`config.mk`:
```
export PLATFORM = sky130hd
export DESIGN_NAME = angle_to_commutation_encoder
export DESIGN_NICKNAME = d
export VERILOG_FILES = /design/src/hw/angle_enc_pkg.sv /design/src/hw/uvw_sector.sv /design/src/hw/abz_quad.sv /design/src/hw/angle_to_commutation_encoder.sv
export SDC_FILE = /design/constraint.sdc
export NUM_CORES = 1
export LEC_CHECK = 0
export ABC_AREA = 1
export ABC_CLOCK_PERIOD_IN_PS = 35400
export BUFFER_PORTS_ARGS = -buffer_cell sky130_fd_sc_hd__buf_2
export CORE_ASPECT_RATIO = 0.6
export CORE_MARGIN = 1.5
export CORE_UTILIZATION = 65
export CTS_CLUSTER_SIZE = 10
export DETAILED_ROUTE_END_ITERATION = 7
export PLACE_DENSITY = 0.85
export SLEW_MARGIN = 20
export SYNTH_ARGS = -nofsm -noshare
export SYNTH_HDL_FRONTEND = slang
export SYNTH_SLANG_ARGS = --single-unit
```
`constraint.sdc`:
```
create_clock -name clk_i -period 35.4 [get_ports clk_i]
set_input_delay 3.54 -clock clk_i [delete_from_list [all_inputs] [get_ports clk_i]]
set_output_delay 3.54 -clock clk_i [all_outputs]
set_load 0.1 [all_outputs]
```
`src/hw/angle_enc_pkg.sv`:
```
package angle_enc_pkg;

  // Angle, frame and store word widths
  localparam int ANGLE_W = 12;
  localparam int FRAME_W = 16;
  localparam int NVM_W   = 24;

  // Configuration addresses carried in a write frame
  localparam logic [2:0] ADDR_ZERO = 3'h0;
  localparam logic [2:0] ADDR_PP   = 3'h1;
  localparam logic [2:0] ADDR_PPR  = 3'h2;
  localparam logic [2:0] ADDR_CTL  = 3'h3;

  // Frame field positions
  localparam int FR_WR_BIT   = 15;
  localparam int FR_ADDR_LSB = 12;
  localparam int CTL_DIFF    = 0;
  localparam int CTL_COMMIT  = 1;

  // Non-volatile word layout
  localparam int NVM_ZERO_LSB = 0;
  localparam int NVM_PP_LSB   = 12;
  localparam int NVM_PPR_LSB  = 15;
  localparam int NVM_DIFF_BIT = 23;

  // Values forced in the fixed variant
  localparam logic [2:0] FIXED_PP_M1  = 3'h0;
  localparam logic [7:0] FIXED_PPR_M1 = 8'hFF;

  // Field strength limits on the magnitude input
  localparam logic [7:0] FIELD_LOW_TH  = 8'h20;
  localparam logic [7:0] FIELD_HIGH_TH = 8'hE0;

  // Remainder of an electrical sector index by six
  function automatic logic [2:0] mod_six(input logic [5:0] idx);
    logic [5:0] r;
    r = idx;
    for (int k = 0; k < 8; k++)
    begin
      if (r >= 6'd6)
      begin
        r = r - 6'd6;
      end
    end
    return r[2:0];
  endfunction : mod_six

  // Six-step Hall pattern, one bit changes per step
  function automatic logic [2:0] hall_code(input logic [2:0] st);
    logic [2:0] h;
    h = 3'h5;
    case (st)
      3'd0: h = 3'h5;
      3'd1: h = 3'h4;
      3'd2: h = 3'h6;
      3'd3: h = 3'h2;
      3'd4: h = 3'h3;
      default: h = 3'h1;
    endcase
    return h;
  endfunction : hall_code

endpackage : angle_enc_pkg

```
`src/hw/uvw_sector.sv`:
```
`timescale 1ns/1ps
module uvw_sector
  import angle_enc_pkg::*;
(
  // Corrected angle and pole pair setting
  input  wire logic [ANGLE_W-1:0] angle_i,
  input  wire logic [2:0]         pp_m1_i,
  // Hall pattern
  output logic      [2:0]         hall_o
);

  logic [5:0]  states;
  logic [17:0] prod;
  logic [5:0]  idx;

  // Sector index is angle times state count over one turn
  assign states = 6'(({3'h0, pp_m1_i} + 6'd1) * 6'd6);
  assign prod   = {6'h00, angle_i} * {12'h000, states};
  assign idx    = prod[17:12];
  assign hall_o = hall_code(mod_six(idx));

endmodule : uvw_sector

```
`src/hw/abz_quad.sv`:
```
`timescale 1ns/1ps
module abz_quad
  import angle_enc_pkg::*;
(
  // Clock, reset, enable
  input  wire logic               clk_i,
  input  wire logic               sys_rst_i,
  input  wire logic               ce_i,
  // Corrected angle and pulses per channel minus one
  input  wire logic [ANGLE_W-1:0] angle_i,
  input  wire logic [7:0]         ppr_m1_i,
  // Quadrature outputs
  output logic                    a_o,
  output logic                    b_o,
  output logic                    z_o
);

  logic [10:0] modulus;
  logic [22:0] prod;
  logic [9:0]  target;
  logic [9:0]  pos_q;
  logic [9:0]  pos_d;
  logic [10:0] diff;
  logic        step_up;

  // Edges per turn is four per pulse
  assign modulus = {1'b0, ({2'b00, ppr_m1_i} + 10'd1)} << 2;
  assign prod    = {11'h000, angle_i} * {12'h000, modulus};
  assign target  = prod[21:12];
  assign diff    = (target >= pos_q) ? 11'({1'b0, target} - {1'b0, pos_q})
                 : 11'({1'b0, target} + modulus - {1'b0, pos_q});
  assign step_up = diff < (modulus >> 1);

  // One edge per clock toward the target so A and B never move together, except a position past the modulus jumps straight to the target
  always_comb
  begin
    pos_d = pos_q;
    if ({1'b0, pos_q} >= modulus)
    begin
      pos_d = target;
    end
    else if (diff != 11'h000)
    begin
      if (step_up)
      begin
        pos_d = ({1'b0, pos_q} + 11'd1 == modulus) ? 10'h000 : pos_q + 10'd1;
      end
      else
      begin
        pos_d = (pos_q == 10'h000) ? 10'(modulus - 11'd1) : pos_q - 10'd1;
      end
    end
  end

  // Position counter and registered outputs
  always_ff @(posedge clk_i or posedge sys_rst_i)
  begin
    if (sys_rst_i)
    begin
      pos_q <= 10'h000;
      a_o   <= 1'b0;
      b_o   <= 1'b0;
      z_o   <= 1'b0;
    end
    else if (ce_i)
    begin
      pos_q <= pos_d;
      a_o   <= pos_d[1] ^ pos_d[0];
      b_o   <= pos_d[1];
      z_o   <= (pos_d == 10'h000);
    end
  end

endmodule : abz_quad

```
`src/hw/angle_to_commutation_encoder.sv`:
```
`timescale 1ns/1ps
module angle_to_commutation_encoder
  import angle_enc_pkg::*;
(
  // Clock, reset, enable
  input  wire logic                       clk_i,
  input  wire logic                       sys_rst_i,
  input  wire logic                       ce_i,
  // Variant straps, caught after reset release
  input  wire logic                       fixed_variant_i,
  input  wire logic                       res11_variant_i,
  input  wire logic                       otp_variant_i,
  // Measured angle and field magnitude
  input  wire logic [angle_enc_pkg::ANGLE_W-1:0] angle_i,
  input  wire logic [7:0]                 field_mag_i,
  // Non-volatile store
  input  wire logic [angle_enc_pkg::NVM_W-1:0]   nvm_rd_data_i,
  input  wire logic                       nvm_blown_i,
  output logic      [angle_enc_pkg::NVM_W-1:0]   nvm_wr_data_o,
  output logic                            nvm_wr_o,
  // SPI port
  input  wire logic                       sck_i,
  input  wire logic                       cs_n_i,
  input  wire logic                       mosi_i,
  output logic                            miso_o,
  output logic                            miso_oe_n_o,
  // Commutation outputs
  output logic      [2:0]                 uvw_o,
  output logic      [2:0]                 uvw_n_o,
  // Incremental encoder outputs
  output logic                            a_o,
  output logic                            b_o,
  output logic                            z_o,
  // Status
  output logic                            field_low_o,
  output logic                            field_high_o,
  output logic                            nvm_locked_o
);

  // Configuration state
  logic                   loaded_q;
  logic                   fixed_q;
  logic                   res11_q;
  logic                   otp_q;
  logic [ANGLE_W-1:0]     zero_q;
  logic [2:0]             pp_m1_q;
  logic [7:0]             ppr_m1_q;
  logic                   diff_en_q;
  logic                   burnt_q;

  // SPI state
  logic                   sck_q;
  logic                   cs_n_q;
  logic [FRAME_W-1:0]     shin_q;
  logic [FRAME_W-1:0]     shout_q;
  logic [4:0]             bit_cnt_q;

  // Decoded wires
  logic                   sck_rise;
  logic                   sck_fall;
  logic                   cs_fall;
  logic                   frame_done;
  logic [FRAME_W-1:0]     frame_word;
  logic                   frame_wr;
  logic [2:0]             frame_addr;
  logic [ANGLE_W-1:0]     frame_data;
  logic                   wr_zero;
  logic                   wr_pp;
  logic                   wr_ppr;
  logic                   wr_ctl;
  logic                   commit_req;
  logic                   commit_ok;
  logic [ANGLE_W-1:0]     angle_corr;
  logic [ANGLE_W-1:0]     angle_spi;
  logic [2:0]             pp_m1_eff;
  logic [7:0]             ppr_m1_eff;
  logic [2:0]             hall;
  logic [FRAME_W-1:0]     resp_word;
  logic                   field_low_d;
  logic                   field_high_d;
  logic                   store_locked;
  logic [2:0]             uvw_n_d;

  // Offset the measured angle by the stored zero position
  assign angle_corr = angle_i - zero_q;

  // Fixed variant ignores programmable steps and resolution
  assign pp_m1_eff  = fixed_q ? FIXED_PP_M1 : pp_m1_q;
  assign ppr_m1_eff = fixed_q ? FIXED_PPR_M1 : ppr_m1_q;

  // Base variant drops the lowest angle bit on SPI
  assign angle_spi  = res11_q ? {angle_corr[ANGLE_W-1:1], 1'b0} : angle_corr;

  // Field limits, only in later variants
  assign field_low_d  = ~res11_q & (field_mag_i < FIELD_LOW_TH);
  assign field_high_d = ~res11_q & (field_mag_i > FIELD_HIGH_TH);

  // SPI edge and frame decode
  assign sck_rise   = ~cs_n_i & sck_i & ~sck_q;
  assign sck_fall   = ~cs_n_i & ~sck_i & sck_q;
  assign cs_fall    = ~cs_n_i & cs_n_q;
  assign frame_done = sck_rise & (bit_cnt_q == 5'(FRAME_W - 1));
  assign frame_word = {shin_q[FRAME_W-2:0], mosi_i};
  assign frame_wr   = frame_done & frame_word[FR_WR_BIT];
  assign frame_addr = frame_word[FR_WR_BIT-1:FR_ADDR_LSB];
  assign frame_data = frame_word[ANGLE_W-1:0];

  // Write decode by address
  assign wr_zero    = frame_wr & (frame_addr == ADDR_ZERO);
  assign wr_pp      = frame_wr & (frame_addr == ADDR_PP) & ~fixed_q;
  assign wr_ppr     = frame_wr & (frame_addr == ADDR_PPR) & ~fixed_q;
  assign wr_ctl     = frame_wr & (frame_addr == ADDR_CTL);
  assign commit_req = wr_ctl & frame_data[CTL_COMMIT];
  assign commit_ok  = commit_req & ~store_locked;

  // A one-time store refuses any further burn once written
  assign store_locked = otp_q & burnt_q;

  // Complement lines stay low unless differential drive is on
  assign uvw_n_d    = diff_en_q ? ~hall : 3'h0;

  // Answer word: angle, field flags, store lock
  assign resp_word  = {angle_spi, field_low_o, field_high_o, store_locked, 1'b0};

  // Sector to Hall pattern
  uvw_sector u_sector
  (
    .angle_i (angle_corr),
    .pp_m1_i (pp_m1_eff),
    .hall_o  (hall)
  );

  // Quadrature generator
  abz_quad u_abz
  (
    .clk_i     (clk_i),
    .sys_rst_i (sys_rst_i),
    .ce_i      (ce_i),
    .angle_i   (angle_corr),
    .ppr_m1_i  (ppr_m1_eff),
    .a_o       (a_o),
    .b_o       (b_o),
    .z_o       (z_o)
  );

  // Straps and stored settings load once after reset release
  always_ff @(posedge clk_i or posedge sys_rst_i)
  begin
    if (sys_rst_i)
    begin
      loaded_q <= 1'b0;
      fixed_q  <= 1'b0;
      res11_q  <= 1'b0;
      otp_q    <= 1'b0;
    end
    else if (ce_i & ~loaded_q)
    begin
      loaded_q <= 1'b1;
      fixed_q  <= fixed_variant_i;
      res11_q  <= res11_variant_i;
      otp_q    <= otp_variant_i;
    end
  end

  // Configuration registers, shadowed from the store then written over SPI
  always_ff @(posedge clk_i or posedge sys_rst_i)
  begin
    if (sys_rst_i)
    begin
      zero_q    <= 12'h000;
      pp_m1_q   <= 3'h0;
      ppr_m1_q  <= 8'hFF;
      diff_en_q <= 1'b0;
    end
    else if (ce_i)
    begin
      if (~loaded_q)
      begin
        zero_q    <= nvm_rd_data_i[NVM_ZERO_LSB +: ANGLE_W];
        pp_m1_q   <= nvm_rd_data_i[NVM_PP_LSB +: 3];
        ppr_m1_q  <= nvm_rd_data_i[NVM_PPR_LSB +: 8];
        diff_en_q <= nvm_rd_data_i[NVM_DIFF_BIT];
      end
      else
      begin
        if (wr_zero)
        begin
          zero_q <= frame_data;
        end
        if (wr_pp)
        begin
          pp_m1_q <= frame_data[2:0];
        end
        if (wr_ppr)
        begin
          ppr_m1_q <= frame_data[7:0];
        end
        if (wr_ctl)
        begin
          diff_en_q <= frame_data[CTL_DIFF];
        end
      end
    end
  end

  // Store commit; one-time store locks after its first burn
  always_ff @(posedge clk_i or posedge sys_rst_i)
  begin
    if (sys_rst_i)
    begin
      burnt_q       <= 1'b0;
      nvm_wr_o      <= 1'b0;
      nvm_wr_data_o <= '0;
    end
    else if (ce_i)
    begin
      if (~loaded_q)
      begin
        burnt_q <= nvm_blown_i;
      end
      else if (commit_ok)
      begin
        burnt_q <= 1'b1;
      end
      nvm_wr_o <= loaded_q & commit_ok;
      if (loaded_q & commit_ok)
      begin
        nvm_wr_data_o <= {frame_data[CTL_DIFF], ppr_m1_q, pp_m1_q, zero_q};
      end
    end
  end

  // SPI shift engine: sample on rising clock, shift out on falling
  always_ff @(posedge clk_i or posedge sys_rst_i)
  begin
    if (sys_rst_i)
    begin
      sck_q     <= 1'b0;
      cs_n_q    <= 1'b1;
      shin_q    <= '0;
      shout_q   <= '0;
      bit_cnt_q <= 5'h00;
    end
    else if (ce_i)
    begin
      sck_q  <= sck_i;
      cs_n_q <= cs_n_i;
      if (cs_fall)
      begin
        shout_q   <= resp_word;
        bit_cnt_q <= 5'h00;
      end
      else
      begin
        if (sck_rise)
        begin
          shin_q    <= frame_word;
          bit_cnt_q <= frame_done ? 5'h00 : bit_cnt_q + 5'd1;
        end
        if (sck_fall)
        begin
          shout_q <= {shout_q[FRAME_W-2:0], 1'b0};
        end
      end
    end
  end

  // SPI output pin, enabled low while selected
  assign miso_o      = shout_q[FRAME_W-1];
  assign miso_oe_n_o = cs_n_q;

  // Commutation outputs and their optional complements
  always_ff @(posedge clk_i or posedge sys_rst_i)
  begin
    if (sys_rst_i)
    begin
      uvw_o   <= 3'h0;
      uvw_n_o <= 3'h0;
    end
    else if (ce_i)
    begin
      uvw_o   <= hall;
      uvw_n_o <= uvw_n_d;
    end
  end

  // Field status flags, registered so the host sees clean levels
  always_ff @(posedge clk_i or posedge sys_rst_i)
  begin
    if (sys_rst_i)
    begin
      field_low_o  <= 1'b0;
      field_high_o <= 1'b0;
    end
    else if (ce_i)
    begin
      field_low_o  <= field_low_d;
      field_high_o <= field_high_d;
    end
  end

  // Lock state shown to the outside
  assign nvm_locked_o = store_locked;

endmodule : angle_to_commutation_encoder

```
# Word-level counts from Yosys, hierarchy flattened
# Index checks and enable logic that the tools add are counted.
# op_classes
n_lt_le_gt_ge	13
reduce_logical	16
muxes	34
eq_ne	14
n_addsub	19
n_bitwise	30
multipliers	3
# ops
cell	count
10-bit two-way mux	5
6-bit by 3-bit >= comparator with 1-bit output (second input constant)	8
6-bit two-way mux	7
6-bit by 3-bit subtractor with 6-bit output (second input constant)	7
16-bit two-way mux	2
12-bit two-way mux	2
8-bit two-way mux	3
1-bit AND	20
10-bit zero test	2
12-bit by 9-bit multiplier with 20-bit output	1
10-bit by 1-bit subtractor with 10-bit output (second input constant)	2
12-bit by 5-bit multiplier with 17-bit output	1
2-bit AND reduction	8
3-bit two-way mux	5
5-bit two-way mux	3
3-bit case mux with 5 select lines	1
3-bit by 2-bit == test with 1-bit output (second input constant)	4
12-bit subtractor	1
10-bit by 1-bit adder with 11-bit output (second input constant)	1
10-bit by 11-bit adder with 11-bit output	1
11-bit == test	1
10-bit by 11-bit >= comparator with 1-bit output	1
11-bit by 10-bit less-than comparator with 1-bit output	1
11-bit two-way mux	1
other kinds (23)	41
# word_totals
elab_cells	153
reg_bits	113
out_inout_bits	39

# Depth between registers and ports, before layout
# logic_depth
word_depth	24
depth_mapped	92

# Cells and area by module
# Synthesis repeated with hierarchy kept, for this count alone.
# hier_totals
hier_cells	2313
area_unflattened_um2	15496.1
# by_module_without_submodules
mod	seq_area_each_um2	cells_per_inst	area_each_um2	n_inst
abz_quad	300.3	1093	7014.2	1
angle_to_commutation_encoder	2488.6	666	5133.7	1
uvw_sector	0.0	554	3348.2	1

# Worst setup path before layout
# No wires, ideal clock.
# synth_path
path_type	input port to flip-flop
from	input angle_i[2] in the netlist's numbering
to	register uvw_n_o[1]
arrival_time_ns	14.150
stages	84
required_time_ns	35.280
setup_ns	0.120
path_slack_ns	21.131
cell_sequence	ha_1 -> nand3_1 -> and2_1 -> or2_2 -> nand2_1 -> a21oi_1 -> or2_2 -> nand2_1 -> a21oi_1 -> or2_2 -> nand2_1 -> a21oi_1 -> inv_1 -> or2_2 -> nand2_1 -> inv_1 -> clkbuf_1 -> nand2_1 -> [... 48 more ...] -> nand3_4 -> clkinv_1 -> nand2_1 -> o21ai_1 -> inv_1 -> ha_1 -> inv_1 -> nor2_1 -> a21oi_1 -> nand2_1 -> nand2_1 -> nand2_1 -> nand3_1 -> nand2_2 -> inv_2 -> nand2_1 -> nand3_1 -> nand2_1
# synth_between
elab_chain_len	22
word_cells_on_any_way	34
cone_classes	9 x add/sub; 1 x mul; 8 x order compare; 4 x eq/ne; 10 x mux; 1 x bitwise; 1 x reduce/logical
# synth_lines
element	line	rtl
start: declaration	angle_to_commutation_encoder.sv:14	input wire logic [angle_enc_pkg::ANGLE_W-1:0] angle_i,
12-bit subtractor (*)	angle_to_commutation_encoder.sv:85	assign angle_corr = angle_i - zero_q;
12-bit by 5-bit multiplier with 17-bit output (*)	uvw_sector.sv:18	assign prod = {6'h00, angle_i} * {12'h000, states};
6-bit by 3-bit subtractor with 6-bit output or 6-bit by 3-bit >= comparator with 1-bit output (tied branches)	angle_enc_pkg.sv:42, angle_enc_pkg.sv:40	
6-bit two-way mux (*)	angle_enc_pkg.sv:40	if (r >= 6'd6)
6-bit by 3-bit subtractor with 6-bit output or 6-bit by 3-bit >= comparator with 1-bit output (tied branches)	angle_enc_pkg.sv:42, angle_enc_pkg.sv:40	
6-bit two-way mux (*)	angle_enc_pkg.sv:40	
6-bit by 3-bit subtractor with 6-bit output or 6-bit by 3-bit >= comparator with 1-bit output (tied branches)	angle_enc_pkg.sv:42, angle_enc_pkg.sv:40	
6-bit two-way mux (*)	angle_enc_pkg.sv:40	
[... 6 more ...]	--	
6-bit by 3-bit subtractor with 6-bit output or 6-bit by 3-bit >= comparator with 1-bit output (tied branches)	angle_enc_pkg.sv:42, angle_enc_pkg.sv:40	
6-bit two-way mux (*)	angle_enc_pkg.sv:40	
6-bit by 3-bit >= comparator with 1-bit output or 3-bit subtractor (tied branches)	angle_enc_pkg.sv:40, angle_enc_pkg.sv:42	
3-bit two-way mux (*)	angle_enc_pkg.sv:40	
3-bit == test, or another cell as far along	angle_enc_pkg.sv:52	case (st)
3-bit case mux with 5 select lines (*)	angle_enc_pkg.sv:52	
3-bit inverter (*)	angle_to_commutation_encoder.sv:120	assign uvw_n_d = diff_en_q ? ~hall : 3'h0;
3-bit two-way mux (*)	angle_to_commutation_encoder.sv:120	
end signal: assignment	angle_to_commutation_encoder.sv:283	uvw_n_o <= uvw_n_d;
end: declaration	angle_to_commutation_encoder.sv:29	output logic [2:0] uvw_n_o,
# Every way passes the cells marked *; elsewhere a longest branch is shown, timed or not.
# A chain may end at the register's enable or synchronous reset.

# Worst setup path in the final report
# layout_path
from	input angle_i[2] in the netlist's numbering
to	register uvw_o[1]
# layout_between
elab_chain_len	20
word_cells_on_any_way	32
cone_classes	9 x add/sub; 1 x mul; 8 x order compare; 4 x eq/ne; 9 x mux; 1 x reduce/logical
# layout_lines
element	line	rtl
12-bit subtractor (*)	angle_to_commutation_encoder.sv:85	
12-bit by 5-bit multiplier with 17-bit output (*)	uvw_sector.sv:18	
6-bit by 3-bit subtractor with 6-bit output or 6-bit by 3-bit >= comparator with 1-bit output (tied branches)	angle_enc_pkg.sv:42, angle_enc_pkg.sv:40	
6-bit two-way mux (*)	angle_enc_pkg.sv:40	
6-bit by 3-bit subtractor with 6-bit output or 6-bit by 3-bit >= comparator with 1-bit output (tied branches)	angle_enc_pkg.sv:42, angle_enc_pkg.sv:40	
6-bit two-way mux (*)	angle_enc_pkg.sv:40	
6-bit by 3-bit subtractor with 6-bit output or 6-bit by 3-bit >= comparator with 1-bit output (tied branches)	angle_enc_pkg.sv:42, angle_enc_pkg.sv:40	
6-bit two-way mux (*)	angle_enc_pkg.sv:40	
[... 4 more ...]	--	
6-bit by 3-bit subtractor with 6-bit output or 6-bit by 3-bit >= comparator with 1-bit output (tied branches)	angle_enc_pkg.sv:42, angle_enc_pkg.sv:40	
6-bit two-way mux (*)	angle_enc_pkg.sv:40	
6-bit by 3-bit subtractor with 6-bit output or 6-bit by 3-bit >= comparator with 1-bit output (tied branches)	angle_enc_pkg.sv:42, angle_enc_pkg.sv:40	
6-bit two-way mux (*)	angle_enc_pkg.sv:40	
6-bit by 3-bit >= comparator with 1-bit output or 3-bit subtractor (tied branches)	angle_enc_pkg.sv:40, angle_enc_pkg.sv:42	
3-bit two-way mux (*)	angle_enc_pkg.sv:40	
3-bit == test, or another cell as far along	angle_enc_pkg.sv:52	
3-bit case mux with 5 select lines (*)	angle_enc_pkg.sv:52	
end signal: assignment	angle_to_commutation_encoder.sv:282	uvw_o <= hall;
end: declaration	angle_to_commutation_encoder.sv:28	output logic [2:0] uvw_o,
# Marked as above.

==> impl_metrics.yaml <==
global_routing:
  grt_max_degree: 64
  grt_pass1_vias: 12300
  antenna_found_initial: 1
  grt_pass1_wl_mm: 62.1
  track_usage: 0.366
  grt_remaining_overflow: 0
setup_path:
  path_max_fanout: 13
  critPathLaunchType: "input port"
  path_class: "in -> reg"
  cpPeakStageDelay_ns: 0.50
  cp_common_cell: "nand2_1"
  crit_slowest_cell: "fa_1"
  end_kind: "flop"
  cp.required_ns: 35.66
  crit_arrival_ns: 15.82
  setup.reg_to_reg.worst_slack_ns: 22.20
cts:
  cts_resized: 0
  cts_tree: "done"
  cts_buffer_depth: 2
  numCtsBuffers: 9
  post-cts-setup-buffer-count: 0
  cts.clk_slew.worst_paths_ns: 0.08
  worstSkewPairLatency_ns: 0.36
  cts_sinks: 111
  cts-root-buf: "clkbuf_16"
  postCtsHoldBufs: 0
  htreeDepth: 3
die:
  num_rows: 40
  die-width_um: 189
  core_um2: 20200
  io_pins: 93
  start_util: 0.670
  die_area_um2: 21700
  die_y_um: 115
run_status:
  status: "complete, no violations"
sta:
  setup_tns_ns: 0
  layout_min_cycle_time_ns: 15.56
  period_share: 0.440
  tightestPinTransition_ns: 1.05
  maxSlewHeadroom: 0.296
  clock_skew_ns: 0.0140
  rsz0062_at_grt: "no"
  setup-violations-final: 0
  hold_viol_final: 0
  fmax_ghz: 0.0643
  final_max_slew_viol_count: 0
routing:
  wl_per_cell_um: 17.4
  drtIter0Drc: 1436
  drt_pass1_iterations: 6
  drc: 0
  vias: 12800
  drt_wl_total_mm: 38.2
  via_per_inst: 5.80
  final_antenna_net_count: 0
final_layout:
  n_fill_cell: 1596
  final_nets: 2204
  final_cell_mix: "nand2_1, inv_1, nor2_1"
  syn_to_final_growth_pct: 7.40
  drive_gt1_frac: 0.110
  fin_area_um2: 14500
  layout.cells.most_common: "nand2_1"
synthesis:
  async_reset_ff_frac: 1.00
  synth_area_um2: 13500
  synthCells: 1852
  syn_avg_cell_area_um2: 7.31
  syn_nets: 2136
  synth.distinct_cells: 56
  yosys_register_bits: 111
  ys_warn_count: 0
  ys.flop_type: "dfrtp_1"
  synth_edf_count: 0
  yosysSeqAreaShare: 0.206
placement:
  gp_congestion: 1.01
  place.port_buffers: 92
  dp_hpwl_mm: 30.4
  placed_area_um2: 14200
min_path:
  hp-class: "reg -> reg"
flow_run:
  drv_cap: 0
==> critical path: cells and delay by family <==
kind,cells,cell delay (ns)
AO/OA/AOI/OAI,8,1.22
adder cells (fa/ha/maj),12,3.84
buffers and inverters,13,1.43
AND/OR/NAND/NOR,52,5.72
==> through the flow <==
step	std cells	hold slack (ns)	util	setup slack (ns)
2_1_floorplan	1852	0.442	-	21.13
3_5_place_dp	2182	0.459	0.704	19.71
5_1_grt	2198	0.501	0.719	18.78
4_1_cts	2198	0.478	0.719	20.03
6_report	2199	0.481	0.719	19.84
3_3_place_gp	2182	0.452	0.704	20.04
==> cells in the mapped netlist, types with 8 or more instances <==
master    number  area (um^2)
nand2_1      460         1730
inv_1        306         1150
nor2_1       162          608
ha_1         120         1500
fa_1         110         2200
o21ai_0      108          541
dfrtp_1      102         2550
nand3_1       77          385
a21oi_1       74          370
clkbuf_1      40          150
xor2_1        39          342
a31oi_1       27          169
nand2_2       27          169
nand4_1       20          125
nor3_1        19         95.1
xnor2_1       16          140
or2_2         14         87.6
o211ai_1      13         97.6
mux2_2        10          113
dfstp_2        9          236
clkinv_1       8         30.0
==> flip-flops by register name, summed over array words and instances, names as in the netlist, 3 cells and up <==
signal,flops
uvw_o,3
zero_q,12
bit_cnt_q,5
shin_q,15
u_abz.pos_q,10
pp_m1_q,3
nvm_wr_data_o,24
uvw_n_o,3
ppr_m1_q,8
shout_q,15
==> worst paths after layout <==
path                                        from                            to  cells past startpoint
max                                   angle_i[2]          uvw_o[1]$_DFFE_PP0P_                     85
min                        shin_q[7]$_DFFE_PP0P_         shin_q[8]$_DFFE_PP0P_                      2
max reg2reg                  fixed_q$_DFFE_PP0P_          uvw_o[1]$_DFFE_PP0P_                     76
max in group asynchronous              sys_rst_i           res11_q$_DFFE_PP0P_                      3
min in group asynchronous              sys_rst_i  nvm_wr_data_o[1]$_DFFE_PP0P_                      2
min reg2reg                shin_q[7]$_DFFE_PP0P_         shin_q[8]$_DFFE_PP0P_                      2
==> logic make-up (layout without fill, tap and decap cells) <==
group	Yosys count	count (layout)	synth area share
simple gates	815	815	0.262
flops	111	111	0.206
buf+inv	365	438	0.101
fa+ha+maj	230	230	0.274
mux	12	12	0.00980
xor+xnor	55	55	0.0356
other cells	0	1	0
compound gates	264	264	0.112
==> cell type report <==
cell class	instances	area (um^2)	share of cell area
clock buffer	10	229	0.0157
clock inverter	6	70.1	0.00482
antenna	1	2.50	0.000172
inverter	322	1210	0.0834
tap	273	342	0.0235
timing repair buffer	100	520	0.0358
sequential	111	2790	0.192
multi-input combinational	1376	9380	0.645
==> per-layer routing <==
metal | track usage | vias up | share of wire
met3 | 0.0962 | 77 | 0.12
li1 | - | 5998 | -
met5 | 0 | - | 0
met2 | 0.552 | 667 | 0.42
met1 | 0.526 | 6021 | 0.44
met4 | 0.0989 | 0 | 0.020
Power is not shown: default switching activity piles up to over one toggle a cycle in this logic, so the estimate is an artifact.
